### config.mk
export PLATFORM = sky130hd
export DESIGN_NAME = uart_receive_path
export DESIGN_NICKNAME = d
export VERILOG_FILES = /design/src/core/uart_rx_pkg.sv /design/src/core/uart_receive_path.sv
export VERILOG_INCLUDE_DIRS = /design/src /design/src/core
export SDC_FILE = /design/constraint.sdc
export NUM_CORES = 1
export LEC_CHECK = 0
export BUFFER_PORTS_ARGS = -buffer_cell sky130_fd_sc_hd__buf_2
export CAP_MARGIN = 20
export CORE_UTILIZATION = 52
export CTS_CLUSTER_SIZE = 12
export DETAILED_ROUTE_END_ITERATION = 6
export GPL_TIMING_DRIVEN = 0
export PLACE_DENSITY = 0.85
export REMOVE_ABC_BUFFERS = 1
export SLEW_MARGIN = 20
export SYNTH_ARGS = -nofsm -noshare
export SYNTH_HDL_FRONTEND = slang
export SYNTH_SLANG_ARGS = --single-unit
### constraint.sdc
create_clock -name clk -period 5.9 [get_ports clk]
set_input_delay 0.59 -clock clk [delete_from_list [all_inputs] [get_ports clk]]
set_output_delay 0.59 -clock clk [all_outputs]
set_load 0.005 [all_outputs]
### src/core/uart_rx_defs.svh
// Purpose: constants for the serial receive path
// Assumes: oversampling by sixteen
// Notes: prescale ratios follow the clock_prescale_select code
`ifndef UART_RX_DEFS_SVH
`define UART_RX_DEFS_SVH
`define OVS_HALF_LAST   4'h7
`define OVS_FULL_LAST   4'hf
`define PRESCALE_DIV1   8'h00
`define PRESCALE_DIV8   8'h07
`define PRESCALE_DIV32  8'h1f
`define PRESCALE_DIV256 8'hff
`define BAUD_DIV_RESET  8'h00
`define DATA_LAST7      3'h6
`define DATA_LAST8      3'h7
`endif

### src/core/uart_rx_pkg.sv
// Purpose: types for the serial receive path
// Assumes: nothing beyond the defs header
// Notes: mode, mask and status travel as packed structs
package uart_rx_pkg;
   typedef struct packed {
      logic       uart_mode;
      logic       parity_en;
      logic       parity_odd;
      logic       stop_two;
      logic       char8;
      logic [1:0] clock_prescale_select;
      logic       clock_source_select;
   } mode_s;
   typedef struct packed {
      logic rx_done_request_select;
      logic rx_done_request_enable;
      logic rx_err_irq_enable;
      logic tx_empty_request_enable;
   } mask_s;
   typedef struct packed {
      logic rx_complete;
      logic overrun_flag;
      logic framing_error_flag;
      logic parity_error_flag;
      logic rx_error_sum;
      logic tx_complete;
   } status_s;
   typedef enum logic [4:0] {
      RX_IDLE   = 5'b00001,
      RX_START  = 5'b00010,
      RX_DATA   = 5'b00100,
      RX_PARITY = 5'b01000,
      RX_STOP   = 5'b10000
   } rx_state_e;
endpackage : uart_rx_pkg

### src/core/uart_receive_path.sv
// Purpose: asynchronous serial receiver with status and request outputs
// Assumes: rxd and ext_sclk are asynchronous pins; all other inputs are on clk
// Notes: rx_read reads buffer and status together and acknowledges the character
`timescale 1ns/100ps
`include "uart_rx_defs.svh"
module uart_receive_path (
   input  wire logic              clk,
   input  wire logic              resetn,
   input  wire logic              rxd,
   input  wire logic              ext_sclk,
   input  wire logic              rx_enable,
   input  wire logic              rx_status_clear,
   input  wire uart_rx_pkg::mode_s mode,
   input  wire uart_rx_pkg::mask_s mask,
   input  wire logic [7:0]        baud_divisor,
   input  wire logic              rx_read,
   input  wire logic              tx_char_done,
   input  wire logic              tx_buf_empty,
   output logic [7:0]             rx_buf_r,
   output uart_rx_pkg::status_s   status_r,
   output logic                   rx_irq_r,
   output logic                   rx_dma_req_r,
   output logic                   rx_err_irq_r
);
   logic                   rxd_meta_r, rxd_sync_r, rxd_prev_r;
   logic                   sclk_meta_r, sclk_sync_r, sclk_prev_r;
   logic [7:0]             pre_cnt_r;
   logic [7:0]             pre_last;
   logic                   src_tick;
   logic [7:0]             baud_cnt_r;
   logic                   ovs_tick;
   logic [3:0]             ovs_cnt_r;
   logic [2:0]             bit_cnt_r;
   logic [7:0]             shift_r;
   logic                   par_acc_r;
   logic                   frame_err_r;
   logic                   par_err_r;
   logic                   stop2_pend_r;
   logic                   frame_end;
   logic                   frame_bad;
   logic                   start_edge;
   logic                   overrun_evt;
   logic                   frame_err_evt;
   logic                   par_err_evt;
   logic                   good_evt;
   uart_rx_pkg::rx_state_e state_r;

   // pin synchronisers
   always_ff @(posedge clk or negedge resetn) begin
      if (!resetn) begin
         rxd_meta_r  <= 1'b1;
         rxd_sync_r  <= 1'b1;
         rxd_prev_r  <= 1'b1;
         sclk_meta_r <= 1'b0;
         sclk_sync_r <= 1'b0;
         sclk_prev_r <= 1'b0;
      end else begin
         rxd_meta_r  <= rxd;
         rxd_sync_r  <= rxd_meta_r;
         rxd_prev_r  <= rxd_sync_r;
         sclk_meta_r <= ext_sclk;
         sclk_sync_r <= sclk_meta_r;
         sclk_prev_r <= sclk_sync_r;
      end
   end

   // internal prescaler or external clock edge feeds the divisor
   always_comb begin
      unique case (mode.clock_prescale_select)
         2'b00: pre_last = `PRESCALE_DIV1;
         2'b01: pre_last = `PRESCALE_DIV8;
         2'b10: pre_last = `PRESCALE_DIV32;
         2'b11: pre_last = `PRESCALE_DIV256;
      endcase
   end

   assign src_tick = mode.clock_source_select ? (sclk_sync_r & ~sclk_prev_r)
                                              : (pre_cnt_r == pre_last);

   always_ff @(posedge clk or negedge resetn) begin
      if (!resetn) begin
         pre_cnt_r <= 8'h00;
      end else if (pre_cnt_r >= pre_last) begin
         pre_cnt_r <= 8'h00;
      end else begin
         pre_cnt_r <= pre_cnt_r + 8'h01;
      end
   end

   assign ovs_tick = src_tick && (baud_cnt_r == `BAUD_DIV_RESET);

   always_ff @(posedge clk or negedge resetn) begin
      if (!resetn) begin
         baud_cnt_r <= `BAUD_DIV_RESET;
      end else if (src_tick) begin
         baud_cnt_r <= (baud_cnt_r == `BAUD_DIV_RESET) ? baud_divisor : baud_cnt_r - 8'h01;
      end
   end

   assign start_edge = rx_enable && mode.uart_mode && !rxd_sync_r && rxd_prev_r;

   // receive sequencer
   always_ff @(posedge clk or negedge resetn) begin
      if (!resetn) begin
         state_r      <= uart_rx_pkg::RX_IDLE;
         ovs_cnt_r    <= 4'h0;
         bit_cnt_r    <= 3'h0;
         shift_r      <= 8'h00;
         par_acc_r    <= 1'b0;
         frame_err_r  <= 1'b0;
         par_err_r    <= 1'b0;
         stop2_pend_r <= 1'b0;
      end else if (!rx_enable) begin
         state_r <= uart_rx_pkg::RX_IDLE;
      end else begin
         unique case (state_r)
            uart_rx_pkg::RX_IDLE: begin
               if (start_edge) begin
                  state_r     <= uart_rx_pkg::RX_START;
                  ovs_cnt_r   <= 4'h0;
                  shift_r     <= 8'h00;
                  par_acc_r   <= mode.parity_odd;
                  frame_err_r <= 1'b0;
                  par_err_r   <= 1'b0;
               end
            end
            uart_rx_pkg::RX_START: begin
               if (rxd_sync_r) begin
                  state_r <= uart_rx_pkg::RX_IDLE;
               end else if (ovs_tick) begin
                  ovs_cnt_r <= ovs_cnt_r + 4'h1;
                  if (ovs_cnt_r == `OVS_HALF_LAST) begin
                     state_r   <= uart_rx_pkg::RX_DATA;
                     ovs_cnt_r <= 4'h0;
                     bit_cnt_r <= 3'h0;
                  end
               end
            end
            uart_rx_pkg::RX_DATA: begin
               if (ovs_tick) begin
                  ovs_cnt_r <= ovs_cnt_r + 4'h1;
                  if (ovs_cnt_r == `OVS_FULL_LAST) begin
                     shift_r   <= mode.char8 ? {rxd_sync_r, shift_r[7:1]}
                                             : {1'b0, rxd_sync_r, shift_r[6:1]};
                     par_acc_r <= par_acc_r ^ rxd_sync_r;
                     bit_cnt_r <= bit_cnt_r + 3'h1;
                     if (bit_cnt_r == (mode.char8 ? `DATA_LAST8 : `DATA_LAST7)) begin
                        state_r      <= mode.parity_en ? uart_rx_pkg::RX_PARITY : uart_rx_pkg::RX_STOP;
                        stop2_pend_r <= mode.stop_two;
                     end
                  end
               end
            end
            uart_rx_pkg::RX_PARITY: begin
               if (ovs_tick) begin
                  ovs_cnt_r <= ovs_cnt_r + 4'h1;
                  if (ovs_cnt_r == `OVS_FULL_LAST) begin
                     par_err_r <= par_acc_r ^ rxd_sync_r;
                     state_r   <= uart_rx_pkg::RX_STOP;
                  end
               end
            end
            uart_rx_pkg::RX_STOP: begin
               if (ovs_tick) begin
                  ovs_cnt_r <= ovs_cnt_r + 4'h1;
                  if (ovs_cnt_r == `OVS_FULL_LAST) begin
                     frame_err_r  <= frame_err_r | ~rxd_sync_r;
                     stop2_pend_r <= 1'b0;
                     if (!stop2_pend_r) begin
                        state_r <= uart_rx_pkg::RX_IDLE;
                     end
                  end
               end
            end
         endcase
      end
   end

   // last stop sample of the frame
   assign frame_end = rx_enable && (state_r == uart_rx_pkg::RX_STOP) && ovs_tick
                      && (ovs_cnt_r == `OVS_FULL_LAST) && !stop2_pend_r;
   assign frame_bad = par_err_r || frame_err_r || !rxd_sync_r;

   // receive buffer: loaded after any same-cycle read has seen the old value
   always_ff @(posedge clk or negedge resetn) begin
      if (!resetn) begin
         rx_buf_r <= 8'h00;
      end else if (frame_end) begin
         rx_buf_r <= shift_r;
      end
   end

   // frame-end events for status; good and overrun events also feed the requests
   assign overrun_evt   = frame_end && status_r.rx_complete && !rx_read;
   assign frame_err_evt = frame_end && (frame_err_r || !rxd_sync_r);
   assign par_err_evt   = frame_end && par_err_r;
   assign good_evt      = frame_end && !frame_bad && !overrun_evt;

   // status flags, one driver; setting wins over clearing
   always_ff @(posedge clk or negedge resetn) begin
      if (!resetn) begin
         status_r.rx_complete        <= 1'b0;
         status_r.overrun_flag       <= 1'b0;
         status_r.framing_error_flag <= 1'b0;
         status_r.parity_error_flag  <= 1'b0;
         status_r.rx_error_sum       <= 1'b0;
         status_r.tx_complete        <= 1'b1;
      end else begin
         if (frame_end) begin
            status_r.rx_complete <= good_evt;
         end else if (rx_read || rx_status_clear) begin
            status_r.rx_complete <= 1'b0;
         end
         status_r.overrun_flag       <= overrun_evt | (status_r.overrun_flag & ~rx_status_clear);
         status_r.framing_error_flag <= frame_err_evt | (status_r.framing_error_flag & ~rx_status_clear);
         status_r.parity_error_flag  <= par_err_evt | (status_r.parity_error_flag & ~rx_status_clear);
         status_r.rx_error_sum <= overrun_evt | frame_err_evt | par_err_evt
                                  | ((status_r.overrun_flag | status_r.framing_error_flag
                                  | status_r.parity_error_flag) & ~rx_status_clear);
         // transmit complete only once the buffer has run dry
         if (tx_char_done && tx_buf_empty) begin
            status_r.tx_complete <= 1'b1;
         end else if (!tx_buf_empty) begin
            status_r.tx_complete <= 1'b0;
         end
      end
   end

   // completion and error requests, one-cycle pulses
   always_ff @(posedge clk or negedge resetn) begin
      if (!resetn) begin
         rx_irq_r     <= 1'b0;
         rx_dma_req_r <= 1'b0;
         rx_err_irq_r <= 1'b0;
      end else begin
         rx_irq_r     <= good_evt && mask.rx_done_request_enable && !mask.rx_done_request_select;
         rx_dma_req_r <= good_evt && mask.rx_done_request_enable && mask.rx_done_request_select;
         rx_err_irq_r <= frame_end && (frame_bad || overrun_evt) && mask.rx_err_irq_enable;
      end
   end
endmodule : uart_receive_path

==> PnR_summary.wiki <==
{| class="wikitable"
! Metric !! Value
|-
| Number of hold violations in the final report || 0
|-
| Worst Max-Slew Pin Slew || around 900 ps
|-
| Clock tree from TritonCTS || yes
|-
| Run status || finished clean
|-
| Comb power frac || about a quarter
|-
| Crit Path Max Fanout || 18
|-
| Routability congestion estimate from global placement || a little under 0.9
|-
| Fin crit period || 3080 ps
|-
| Number of antenna violations at the first check in global routing || 0
|-
| Hold Crit Class || primary input to asynchronous set/reset pin
|-
| Reg-to-Reg End || bit_cnt_r[0]
|-
| First-pass GRT wire length || between 10 and 15 mm
|-
| Cells along the critical path || buf_2 > or2_2 > ha_1 > nand4_1 > or4b_4 > nand2_1 > nand2_1 > nor3_2 > mux2_2
|-
| Count of different cell masters after synthesis || 51
|-
| Placeable core area || a little under 6000 sq um
|-
| Number of inserted diodes || 0
|-
| Die Footprint || roughly 6500 sq um
|-
| All-layer global routing usage || about a quarter
|-
| Initial Utilization || between 50 and 60%
|-
| Sequential cell fraction of total power || 44.9%
|-
| Detailed-router iteration count before antenna repair || 4
|-
| Number of max-slew violations in the final report || 0
|-
| DIE WIDTH || 80.4 um
|-
| Most frequently used cell type in the post-synthesis netlist || sky130_fd_sc_hd__dfrtp_1
|-
| FMAX || between 300 and 400 MHz
|-
| Ranking of synthesized cells by area || sky130_fd_sc_hd__dfrtp_1 (45%), sky130_fd_sc_hd__nand2_1 (6.6%), sky130_fd_sc_hd__ha_1 (5.1%), sky130_fd_sc_hd__dfstp_2 (4.1%), sky130_fd_sc_hd__a21oi_1 (3.0%)
|-
| Number of DRC markers in iteration 0 || 151
|-
| Clock latency at the later pin of the worst-skew pair || 340 ps
|-
| Layout Cells excl Fill || 462
|-
| Most instantiated cells after synthesis || sky130_fd_sc_hd__dfrtp_1 (58), sky130_fd_sc_hd__nand2_1 (56), sky130_fd_sc_hd__nor2_1 (21)
|-
| Count of vias placed by the detailed router || 2642
|-
| Met3 routed wirelength || 326 um
|-
| Number of buffers inserted by hold repair at cts || 0
|-
| Number of flops mapped to enable cells by yosys || 0
|-
| Switching fraction of total power || roughly a third
|-
| CTS clk-pin slew, worst paths || about 70 ps
|-
| Post-synth ARST share || 100%
|-
| Vias per cell || 5.72
|-
| Switching pwr || about 0.43 mW
|-
| Fraction of post-synthesis cell area in the top cell type by area || 45.4%
|-
| Relative slew margins || a little under two fifths
|-
| Detailed-route wire length || about 6.8 mm
|-
| Post-CTS Resized || 0
|-
| Data required time of the worst path || between 6000 and 7000 ps
|-
| DR WL/cell || ~15 um
|-
| Portion of the post-synthesis area used by sequential elements || between 40% and 50%
|-
| Largest clock skew in the final design || between 10 and 15 ps
|-
| IO Pins || 46
|-
| Static leakage power || approximately 1.8 nW
|-
| Routed length on met1 || about 2.9 mm
|-
| Critical path startpoint category || primary input
|-
| Chip height || ~80 um
|-
| Fill cell count || 481
|-
| Gate count after technology mapping || ~330
|-
| Critical Setup Path Class || primary input to flop
|-
| Post-DP HPWL || roughly 4.9 mm
|-
| Via count of the first global-routing pass || between 2k and 3k
|-
| Dpl cell area || approximately 3500 sq um
|-
| Largest area contributor in the synthesized netlist || sky130_fd_sc_hd__dfrtp_1
|-
| Synth warnings || 0
|-
| Number of synthesized register bits || 63
|-
| Arrival time reported for the critical path endpoint || around 3400 ps
|-
| Design internal power || around 0.83 mW
|-
| Number of setup buffers added after CTS || 0
|-
| CTS buffer count || 9
|-
| Cell occurring most often along the worst timing path || sky130_fd_sc_hd__nand2_1
|-
| Clock sink count || 63
|-
| Setup repair after global routing missed its margin || false
|-
| Crit-path slowest cell || sky130_fd_sc_hd__or4b_4
|-
| Max Cap Viol || 0
|-
| Final setup viols || 0
|-
| Worst r2r path cells || 8
|-
| Cell Count Post-Placement || approximately 450
|-
| Pin count of the biggest net entering global routing || 64
|-
| Multi-input gate area || roughly 1500 sq um
|-
| Worst vdd rail ir drop || around 160 uV
|-
| Total met2 wirelength after detailed routing || between 3 and 4 mm
|-
| FF/Latch Area || approximately 1600 sq um
|-
| CP endpoint kind || flop
|-
| GR Overflow Total || 0
|-
| Count of buffers from port buffering || 44
|-
| Dominant synthesized flop cell || sky130_fd_sc_hd__dfrtp_1
|-
| Netlist Area Pre-Place || 3200 sq um
|-
| Clock root buffer || sky130_fd_sc_hd__clkbuf_8
|-
| Highest routed layer || met4
|-
| Post-Layout Inst Area || ~3700 sq um
|-
| Post-layout nets || 424
|-
| Proportion of layout cells with a drive suffix above 1 || between 10% and 20%
|-
| Clock H-tree levels || 3
|-
| Post-detailed-route count of antenna-violating nets || 0
|-
| Delay contributed by the slowest stage of the critical path || 530 ps
|-
| R2R setup slack || approximately 3000 ps
|-
| Total negative slack for setup checks || 0 ps
|-
| Critical register-to-register path startpoint || pre_cnt_r[0]
|-
| Row Count || 28
|-
| Area Overhead vs Synth || 14.8%
|-
| Period Utilization, post-route || between 50 and 60%
|-
| Clk buf depth || 2
|-
| Average instance area after synthesis || 9.60 sq um
|-
| Drc violations || 0
|-
| PD cells || approximately 340 nW/um^2
|-
| Share of total power in the clock network || around 29%
|}
## power by group through the flow
stage	registers (mW)	logic, mW	clock network, mW
finish	0.569	0.332	0.365
global placement	0.570	0.308	0
global route	0.579	0.383	0.390
floorplan	0.556	0.253	0
CTS	0.568	0.334	0.371
detailed placement	0.576	0.328	0
## layout by cell type (no fill, tap or decap), drive strengths merged, types with 9 or more instances in the layout
| master | netlist | routed |
|---|---|---|
| buf | 2 | 44 |
| a21oi | 19 | 19 |
| nand2 | 57 | 57 |
| clkbuf | 4 | 10 |
| nand3 | 19 | 19 |
| inv | 17 | 17 |
| ha | 13 | 13 |
| nor2 | 21 | 21 |
| dfrtp | 58 | 58 |
| o21ai | 19 | 19 |
| nor3 | 9 | 9 |
| a22o | 10 | 10 |
## registers in the layout, summed over array words and instances, names as in the netlist, 3 cells and up
name and flops:
baud_cnt_r 8, pre_cnt_r 8, rx_buf_r 8, shift_r 8
status_r 6, state_r 5, ovs_cnt_r 4, bit_cnt_r 3
## worst max path at each step
stage               cells after the start           end     from  slack [ps]
floorplan                               8  bit_cnt_r[0]  mode[2]        3050
global placement                        9  bit_cnt_r[0]  mode[2]        2540
detailed placement                      9  bit_cnt_r[0]  mode[2]        2460
CTS                                     9  bit_cnt_r[0]  mode[2]        2820
global route                            9  bit_cnt_r[0]  mode[2]        2650
finish                                  9  bit_cnt_r[0]  mode[2]        2820
## worst max-delay path: cells and delay by family
kind | cells | cell delay [ps]
and+or+nand+nor | 6 | 2100
adders and majority gates | 1 | 300
buffers and inverters | 1 | 110
muxes | 1 | 270
## logic make-up (layout without fill, tap and decap cells)
family	after synthesis	count (layout)	share of synthesized area, %
XOR/XNOR	8	8	2.19
adder cells (fa/ha/maj)	13	13	5.09
flip-flops	63	63	49.5
AND/OR/NAND/NOR	145	145	22.7
AO/OA/AOI/OAI	75	75	15.6
buffers and inverters	23	77	2.97
multiplexers	6	6	2.00
## per-layer routing
layer | GRT usage (%) | up-vias
met4 | 12.3 | 0
met5 | 0 | -
met2 | 39.2 | 75
li1 | - | 1275
met3 | 4.66 | 17
met1 | 30.2 | 1275
## layout make-up
cell class | count | share of cell area (%)
inverter | 17 | 1.74
clock inverter | 6 | 1.67
sequential | 63 | 43.1
tap | 75 | 2.56
clock buffer | 10 | 3.48
multi-input combinational | 247 | 41.4
timing repair buffer | 44 | 6.06
## stage by stage
step	setup slack (ps)	util (%)	power, mW	hold slack (ps)
6_report	2820	62.0	1.27	325
5_1_grt	2650	62.0	1.35	323
4_1_cts	2820	62.0	1.27	330
3_5_place_dp	2460	58.8	0.903	340
3_3_place_gp	2540	58.8	0.878	334
2_1_floorplan	3050	-	0.809	294
No activity file was read; power rests on OpenSTA's default activity.
